File: src/core/psg_pkg.sv
// Constants shared by the port select and pin status bank
package psg_pkg;

    // ==========================================================
    // Register offsets
    localparam logic [7:0] PSG_OFS_GPIO_LOW = 8'h1c;
    localparam logic [7:0] PSG_OFS_GPIO_HIGH = 8'h1d;
    localparam logic [7:0] PSG_OFS_ROUTING = 8'h1e;

    // ==========================================================
    // Values after reset
    localparam logic [7:0] PSG_RST_GPIO_LOW = 8'h00;
    localparam logic [7:0] PSG_RST_GPIO_HIGH = 8'h00;
    localparam logic [7:0] PSG_RST_ROUTING = 8'h01;

    // ==========================================================
    // Field positions and masks
    localparam int PSG_BIT_FIRST_PICK = 0;
    localparam int PSG_BIT_SECOND_PICK = 1;
    localparam int PSG_BIT_SEC_ENABLE = 2;
    localparam int PSG_BIT_HIGH_PIN = 8;
    localparam logic [7:0] PSG_MASK_GPIO_LOW = 8'hef;
    localparam logic [7:0] PSG_MASK_ROUTING = 8'h07;

    // ==========================================================
    // Widths and bus addressing
    localparam int PSG_PIN_COUNT = 9;
    localparam int PSG_ID_WIDTH = 7;
    localparam logic [6:0] PSG_SEC_ADDR_STEP = 7'h01;
    localparam int PSG_SYNC_STAGES = 2;

endpackage : psg_pkg

File: src/core/psg_pin_sync.sv
// Two-stage synchroniser for the general-purpose pin levels
module psg_pin_sync
#(
    parameter int WIDTH = 9
)
(
    input wire logic clk,
    input wire logic rst,
    input wire logic [WIDTH-1:0] pin_async,
    output logic [WIDTH-1:0] pin_sync
);
    import psg_pkg::*;

    typedef struct packed {
        logic [WIDTH-1:0] stage1;
        logic [WIDTH-1:0] stage2;
    } psg_sync_state_t;

    psg_sync_state_t state_reg;
    psg_sync_state_t state_next;

    // ==========================================================
    // Stage one feeds only stage two
    always_comb
    begin
        state_next = state_reg;
        state_next.stage1 = pin_async;
        state_next.stage2 = state_reg.stage1;
    end

    always_ff @(posedge clk or posedge rst)
    begin
        if (rst)
        begin
            state_reg <= '0;
        end
        else
        begin
            state_reg <= state_next;
        end
    end

    assign pin_sync = state_reg.stage2;

endmodule : psg_pin_sync

File: src/core/psg_port_select.sv
// Pin status registers and primary/secondary address port routing
module psg_port_select
(
    input wire logic clk,
    input wire logic rst,
    input wire logic [psg_pkg::PSG_PIN_COUNT-1:0] pin_level_raw,
    input wire logic [psg_pkg::PSG_PIN_COUNT-1:0] pin_input_direction,
    input wire logic [psg_pkg::PSG_ID_WIDTH-1:0] own_bus_identifier,
    input wire logic acc_valid,
    input wire logic acc_write,
    input wire logic [psg_pkg::PSG_ID_WIDTH-1:0] acc_dev_addr,
    input wire logic [7:0] acc_reg_addr,
    input wire logic [7:0] acc_wdata,
    output logic rsp_valid,
    output logic rsp_hit,
    output logic [7:0] rsp_rdata,
    output logic route_first_link_port,
    output logic route_second_link_port,
    output logic route_common,
    output logic route_read_second,
    output logic secondary_address_enable,
    output logic second_port_pick,
    output logic first_port_pick
);
    import psg_pkg::*;

    typedef struct packed {
        logic [7:0] routing;
        logic [7:0] gpio_low;
        logic [7:0] gpio_high;
        logic rsp_valid;
        logic rsp_hit;
        logic [7:0] rsp_rdata;
        logic rt_first;
        logic rt_second;
        logic rt_common;
        logic rt_read_second;
    } psg_state_t;

    psg_state_t state_reg;
    psg_state_t state_next;
    logic [PSG_PIN_COUNT-1:0] pin_level_sync;
    logic [PSG_PIN_COUNT-1:0] pin_seen;
    logic [PSG_ID_WIDTH-1:0] sec_addr;
    logic hit_primary;
    logic hit_secondary;
    logic sec_en;
    logic pick_first;
    logic pick_second;

    // ==========================================================
    // Pin synchroniser
    psg_pin_sync #(
        .WIDTH(PSG_PIN_COUNT)
    ) u_pin_sync (
        .clk(clk),
        .rst(rst),
        .pin_async(pin_level_raw),
        .pin_sync(pin_level_sync)
    );

    // ==========================================================
    // Address decode
    assign sec_en = state_reg.routing[PSG_BIT_SEC_ENABLE];
    assign pick_first = state_reg.routing[PSG_BIT_FIRST_PICK];
    assign pick_second = state_reg.routing[PSG_BIT_SECOND_PICK];
    assign sec_addr = own_bus_identifier + PSG_SEC_ADDR_STEP;
    assign hit_primary = acc_dev_addr == own_bus_identifier;
    assign hit_secondary = sec_en && (acc_dev_addr == sec_addr) && !hit_primary;
    // Pins in output mode read as zero
    assign pin_seen = pin_level_sync & pin_input_direction;

    // ==========================================================
    // Next state
    always_comb
    begin
        state_next = state_reg;
        state_next.gpio_low = {pin_seen[7:0]} & PSG_MASK_GPIO_LOW;
        state_next.gpio_high = {7'h00, pin_seen[PSG_BIT_HIGH_PIN]};
        state_next.rsp_valid = acc_valid;
        state_next.rsp_hit = 1'b0;
        state_next.rsp_rdata = 8'h00;
        state_next.rt_first = 1'b0;
        state_next.rt_second = 1'b0;
        state_next.rt_common = 1'b0;
        state_next.rt_read_second = 1'b0;
        if (acc_valid && (hit_primary || hit_secondary))
        begin
            state_next.rsp_hit = 1'b1;
            state_next.rt_common = 1'b1;
            if (hit_secondary)
            begin
                state_next.rt_second = 1'b1;
                state_next.rt_read_second = 1'b1;
            end
            else if (sec_en)
            begin
                state_next.rt_first = 1'b1;
            end
            else if (acc_write)
            begin
                state_next.rt_first = pick_first;
                state_next.rt_second = pick_second;
            end
            else
            begin
                state_next.rt_read_second = pick_second;
                state_next.rt_first = !pick_second;
                state_next.rt_second = pick_second;
            end
            if (acc_write)
            begin
                if (acc_reg_addr == PSG_OFS_ROUTING)
                begin
                    state_next.routing = acc_wdata & PSG_MASK_ROUTING;
                end
            end
            else
            begin
                case (acc_reg_addr)
                    PSG_OFS_GPIO_LOW: state_next.rsp_rdata = state_reg.gpio_low;
                    PSG_OFS_GPIO_HIGH: state_next.rsp_rdata = state_reg.gpio_high;
                    PSG_OFS_ROUTING: state_next.rsp_rdata = state_reg.routing;
                    default: state_next.rsp_rdata = 8'h00;
                endcase
            end
        end
    end

    always_ff @(posedge clk or posedge rst)
    begin
        if (rst)
        begin
            state_reg.routing <= PSG_RST_ROUTING;
            state_reg.gpio_low <= PSG_RST_GPIO_LOW;
            state_reg.gpio_high <= PSG_RST_GPIO_HIGH;
            state_reg.rsp_valid <= 1'b0;
            state_reg.rsp_hit <= 1'b0;
            state_reg.rsp_rdata <= 8'h00;
            state_reg.rt_first <= 1'b0;
            state_reg.rt_second <= 1'b0;
            state_reg.rt_common <= 1'b0;
            state_reg.rt_read_second <= 1'b0;
        end
        else
        begin
            state_reg <= state_next;
        end
    end

    // ==========================================================
    // Outputs
    assign rsp_valid = state_reg.rsp_valid;
    assign rsp_hit = state_reg.rsp_hit;
    assign rsp_rdata = state_reg.rsp_rdata;
    assign route_first_link_port = state_reg.rt_first;
    assign route_second_link_port = state_reg.rt_second;
    assign route_common = state_reg.rt_common;
    assign route_read_second = state_reg.rt_read_second;
    assign secondary_address_enable = state_reg.routing[PSG_BIT_SEC_ENABLE];
    assign second_port_pick = state_reg.routing[PSG_BIT_SECOND_PICK];
    assign first_port_pick = state_reg.routing[PSG_BIT_FIRST_PICK];
endmodule : psg_port_select

File: config.mk
export PLATFORM = sky130hd
export DESIGN_NAME = psg_port_select
export DESIGN_NICKNAME = d
export VERILOG_FILES = /design/src/core/psg_pkg.sv /design/src/core/psg_pin_sync.sv /design/src/core/psg_port_select.sv
export SDC_FILE = /design/constraint.sdc
export NUM_CORES = 1
export LEC_CHECK = 0
export ABC_AREA = 1
export BUFFER_PORTS_ARGS = -buffer_cell sky130_fd_sc_hd__buf_4
export CORE_UTILIZATION = 48
export DETAILED_ROUTE_END_ITERATION = 6
export GPL_ROUTABILITY_DRIVEN = 0
export HOLD_SLACK_MARGIN = 0.03
export PLACE_DENSITY = 0.78
export RECOVER_POWER = 50
export SYNTH_ARGS = -nofsm -noshare
export SYNTH_HDL_FRONTEND = slang
export SYNTH_HIERARCHICAL = 1
export SYNTH_SLANG_ARGS = --single-unit
File: constraint.sdc
create_clock -name clk -period 1.57 [get_ports clk]
set_input_delay 0.0785 -clock clk [delete_from_list [all_inputs] [get_ports clk]]
set_output_delay 0.0785 -clock clk [all_outputs]
set_load 0.01 [all_outputs]
==> impl_metrics.yaml, run 1 <==
worst_setup_path:
  cp-startpoint: "secondary_address_enable"
  critPathMaxStageDelay_ns: 0.43
  critPathBufInv: 0
  path_cells: "nand3_1 -> nor2_1 -> nand2_1 -> nor2_4 -> nand2_4 -> nand2_8 -> nand3_2 -> nand2_1 -> nand2_1"
  r2r_start: "secondary_address_enable"
  crit_type: "register to register"
  critPathTopFamily: "simple AND/OR/NAND/NOR gates"
  worst_ep_required_time_ns: 1.75
  critPathCaptureType: "register"
  path_max_fanout: 6
  worstPathArrival_ns: 1.53
  critical_path.most_common_cell: "nand2_1"
  critPathLaunchType: "register"
  slowest_stage: "dfrtp_1"
global_routing:
  grt.overflow.total: 0
  antenna_found_initial: 0
  grt_pass1_vias: 1396
  grt_max_degree: 24
  grt_pass1_wl_um: 6016
  grtUsageTotal_pct: 20.22
detailed_routing:
  met2_wirelength_um: 1848
  dr.pass1.iters: 4
  wl_um: 3631
  vias: 1446
  met3WireLength_um: 228
  drt_iter0_markers: 44
  wl_met1_um: 1467
  top_layer_used: "met4"
  wl_per_cell_um: 11.28
  vias_per_cell: 4.491
  ant_nets: 0
  drc: 0
clocking:
  path_clk_slew_ns: 0.07
  cts_max_level: 2
  clkLatencyLatePin_ns: 0.29
  post_cts_buffers: 0
  cts_made_buffers: 5
  cts-resized-gates: 0
  root_buffer: "clkbuf_8"
  ctsHoldBuffers: 18
  cts_tree: "yes"
  cts_sinks: 39
  cts_buffer_depth: 2
layout:
  diodes: 0
  final_common_cell: "nand2_1"
  fillCellCount: 248
  nets: 328
  final_core_util_pct: 73.16
  seq_area_sq_um: 977.2
  layout_common_cells: "52 x nand2_1, 43 x buf_4, 38 x dfrtp_1"
  multi_input_area_sq_um: 610.6
  syn2layout_area_growth_pct: 41.13
  layoutNonFillerInstCount: 322
  drive_above_1_share_pct: 32.61
  final_area_sq_um: 2537
timing:
  relSlewSlack_pct: 59.19
  fmax_mhz: 745.2
  fin_tns_setup_ns: 0
  rsz0062_at_grt: "false"
  finalHoldViolations: 0
  worst_pin_slew_ns: 0.5967
  finalSetupViolations: 0
  worst_slack_ns: 0.2280
  drv_slew: 0
  clock_skew_ns: 0.002693
  period_share_pct: 85.48
  whs_ns: 0.03767
  fin_crit_ns: 1.342
status:
  status: "finished, final reports clean"
logic_synthesis:
  synthCells: 198
  syn_area_per_cell_sq_um: 9.081
  ys.warnings.count: 6
  netlist_area_sq_um: 1798
  syn_nets: 251
place:
  dp_slack_ns: 0.1215
  dp_hpwl_um: 2427
  dpl_cell_area_sq_um: 2246
  io_buffers: 60
  placed_cells: 296
die:
  die_w_um: 63.20
  die-area_sq_um: 3994
  fp.dieH_um: 63.20
  core_sq_um: 3468
  num_io_pins: 69
  rows: 21
  initial_core_util_pct: 51.84
worst_hold_path:
  hold_class: "input pin to register"
  worstHoldStart: "acc_wdata[2]"
power:
  p_leak_nw: 1.370
  ir_drop_mv: 0.6478
  powerDensity_nw_per_um2: 849.6
  power_mw: 2.156
run:
  maxCapViolations: 0
metal layers:
metal  GRT usage (%)  vias to the layer above
li1                -                      747
met1           23.42                      634
met2           34.41                       56
met3           5.616                        9
met4           9.659                        0
met5               0                        -
area by class of cell:
| cell class | instances | share of cell area, % |
|---|---|---|
| clock inverters | 2 | 1.381 |
| well taps | 46 | 2.268 |
| inverters | 38 | 5.621 |
| repair buffers | 79 | 24.90 |
| flip-flops and latches | 39 | 38.51 |
| clock buffers | 6 | 3.254 |
| multi-input cells | 112 | 24.06 |
where the power goes:
group	leakage, nW	total (mW)	switching (mW)	internal [mW]
logic	0.815	0.263	0.127	0.136
registers	0.493	1.05	0.00931	1.04
clock network	0.0612	0.846	0.333	0.514
worst register-to-register path, stage by stage (launching register included):
cell and delay (ns):
dfrtp_1 0.43, nand3_1 0.10, nor2_1 0.10, nand2_1 0.09, nor2_4 0.11, nand2_4 0.08
nand2_8 0.10, nand3_2 0.09, nand2_1 0.09, nand2_1 0.04
worst paths after layout:
| path | to | slack [ns] | cells after the start |
|---|---|---|---|
| max | second_port_pick | 0.23 | 9 |
| max in group asynchronous | first_port_pick | 0.73 | 4 |
| min reg2reg | u_pin_sync/pin_sync[6] | 0.35 | 0 |
| max reg2reg | second_port_pick | 0.23 | 9 |
| min in group asynchronous | u_pin_sync/pin_sync[5] | 0.40 | 3 |
| min | secondary_address_enable | 0.04 | 3 |
(Power assumes the default switching activity.)
==> run 2: changes to the inputs <==
--- a/config.mk
+++ b/config.mk
@@ -7,6 +7,7 @@
 export LEC_CHECK = 0
 export ABC_AREA = 1
 export BUFFER_PORTS_ARGS = -buffer_cell sky130_fd_sc_hd__buf_4
+export CORE_MARGIN = 2
 export CORE_UTILIZATION = 48
 export DETAILED_ROUTE_END_ITERATION = 6
 export GPL_ROUTABILITY_DRIVEN = 0
==> run 2 against run 1 <==
Against the previous run:
- register-to-register slack worse by 0.02 ns
- via count down 0.76%
- critical endpoint is now secondary_address_enable
- die area grew 6.4%
- setup slack worse by 0.022 ns
- worst hold slack about the same
- non-clock buffer count unchanged
- fmax decreased by 1.6%
- design area down 1.3%
- total power down 10%
==> impl_metrics.yaml, run 2 (synthesis gave the netlist of run 1 again) <==
power:
  p_seq_share_pct: 54.1
  p_clk_share_pct: 32.6
  p_sw_share_pct: 23.30
  intPower_mw: 1.484
  combPwrFrac_pct: 13.3
  powerDensity_nw_per_um2: 772.8
  p_switching_mw: 0.4508
  ir_drop_mv: 0.6656
  p_leak_nw: 1.351
clocking:
  cts_buffer_depth: 2
  clkLatencyLatePin_ns: 0.29
  cts_made_buffers: 5
  cts_tree: "yes"
  cts_sinks: 39
  path_clk_slew_ns: 0.07
  cts-resized-gates: 0
  root_buffer: "clkbuf_8"
  ctsHoldBuffers: 18
  post_cts_buffers: 0
  cts_max_level: 2
detailed_routing:
  dr.pass1.iters: 4
  drc: 0
  wl_um: 3378
  met3WireLength_um: 171
  wl_met1_um: 1430
  vias: 1435
  ant_nets: 0
  drt_iter0_markers: 59
  top_layer_used: "met4"
  vias_per_cell: 4.429
  met2_wirelength_um: 1697
  wl_per_cell_um: 10.43
timing:
  worst_pin_slew_ns: 0.5665
  fin_tns_setup_ns: 0
  clock_skew_ns: 0.005114
  relSlewSlack_pct: 62.19
  period_share_pct: 86.85
  drv_slew: 0
  fin_crit_ns: 1.364
  finalSetupViolations: 0
  fmax_mhz: 733.4
  finalHoldViolations: 0
  rsz0062_at_grt: "false"
worst_setup_path:
  path_max_fanout: 6
  cp-startpoint: "secondary_address_enable"
  worstPathArrival_ns: 1.55
  slowest_stage: "dfrtp_1"
  path_cells: "nand3_1 -> nor2_1 -> nand2_1 -> nor2_4 -> nand2_4 -> nand2_8 -> nand3_2 -> nand2_1 -> nand2_1"
  critPathMaxStageDelay_ns: 0.44
  critical_path.most_common_cell: "nand2_1"
  crit_type: "register to register"
  r2r_start: "secondary_address_enable"
  critPathLaunchType: "register"
  critPathCaptureType: "register"
  worst_ep_required_time_ns: 1.76
layout:
  diodes: 0
  seq_area_sq_um: 977.2
  nets: 328
  syn2layout_area_growth_pct: 39.25
  layout_common_cells: "52 x nand2_1, 42 x buf_4, 38 x dfrtp_1"
  multi_input_area_sq_um: 610.6
  final_common_cell: "nand2_1"
  fillCellCount: 289
  drive_above_1_share_pct: 31.88
  final_core_util_pct: 68.91
global_routing:
  grt_pass1_wl_um: 5830
  grt_max_degree: 24
  grt_pass1_vias: 1389
  antenna_found_initial: 0
  grtUsageTotal_pct: 18.51
  grt.overflow.total: 0
die:
  rows: 22
  die_w_um: 65.20
  num_io_pins: 69
  die-area_sq_um: 4251
  core_sq_um: 3633
  fp.dieH_um: 65.20
  initial_core_util_pct: 49.48
status:
  status: "finished, final reports clean"
place:
  dp_hpwl_um: 2487
  io_buffers: 60
worst_hold_path:
  hold_class: "input pin to register"
  worstHoldStart: "acc_wdata[2]"
run:
  maxCapViolations: 0
-- run 2: changes by cell type in the layout (fill, tap and decap cells not counted) --
cell and delta:
bufinv_16 -1, clkbuf_8 -1, buf_4 -1, clkbuf_4 +1, clkbuf_1 +2
-- run 2: path summary, 6_finish.rpt --
kind / cells past startpoint / endpoint / slack [ns]
worst max register to register: 9 / secondary_address_enable / 0.21
max in group asynchronous: 4 / first_port_pick / 0.72
worst min register to register: 0 / u_pin_sync/pin_sync[5] / 0.35
worst max-delay path: 9 / secondary_address_enable / 0.21
min in group asynchronous: 3 / u_pin_sync/pin_sync[6] / 0.42
worst min-delay path: 3 / secondary_address_enable / 0.04
-- run 2: power by group through the flow --
stage | Combinational, mW | Sequential, mW | Clock [mW]
floorplan | 0.105 | 1.06 | 0
global placement | 0.222 | 1.06 | 0
detailed placement | 0.227 | 1.06 | 0
CTS | 0.263 | 1.05 | 0.647
global route | 0.291 | 1.05 | 0.701
finish | 0.258 | 1.05 | 0.630
-- run 2: cell type report --
type	count	share of cell area [%]
Clock buffer	7	3.048
Clock inverter	1	0.1999
Inverter	38	5.697
Multi-Input combinational cell	112	24.39
Sequential cell	39	39.03
Tap cell	48	2.399
Timing Repair Buffer	79	25.24
-- run 2: stage by stage --
step                      hold slack, ns  std cells  setup slack [ns]  area (sq um)  power (mW)
after global placement            0.1377        298            0.1329          2248       1.285
after CTS                        0.03378        324            0.2195          2510       1.955
after floorplan                -0.007761        198            0.3362          1798       1.168
after global routing             0.04333        324           0.03979          2504       2.040
after detailed placement          0.1440        298            0.1048          2248       1.291
final                            0.03772        324            0.2065          2504       1.935
-- run 2: layer usage --
| metal | track usage [%] | vias to the layer above |
|---|---|---|
| met5 | 0 | - |
| met4 | 10.16 | 0 |
| met3 | 4.281 | 8 |
| met2 | 30.36 | 39 |
| met1 | 22.59 | 644 |
| li1 | - | 744 |
-- run 2: critical path: cells and delay by family, from the launching register on --
kind | cells | cell delay [ns]
simple gates | 9 | 0.81
flops | 1 | 0.44
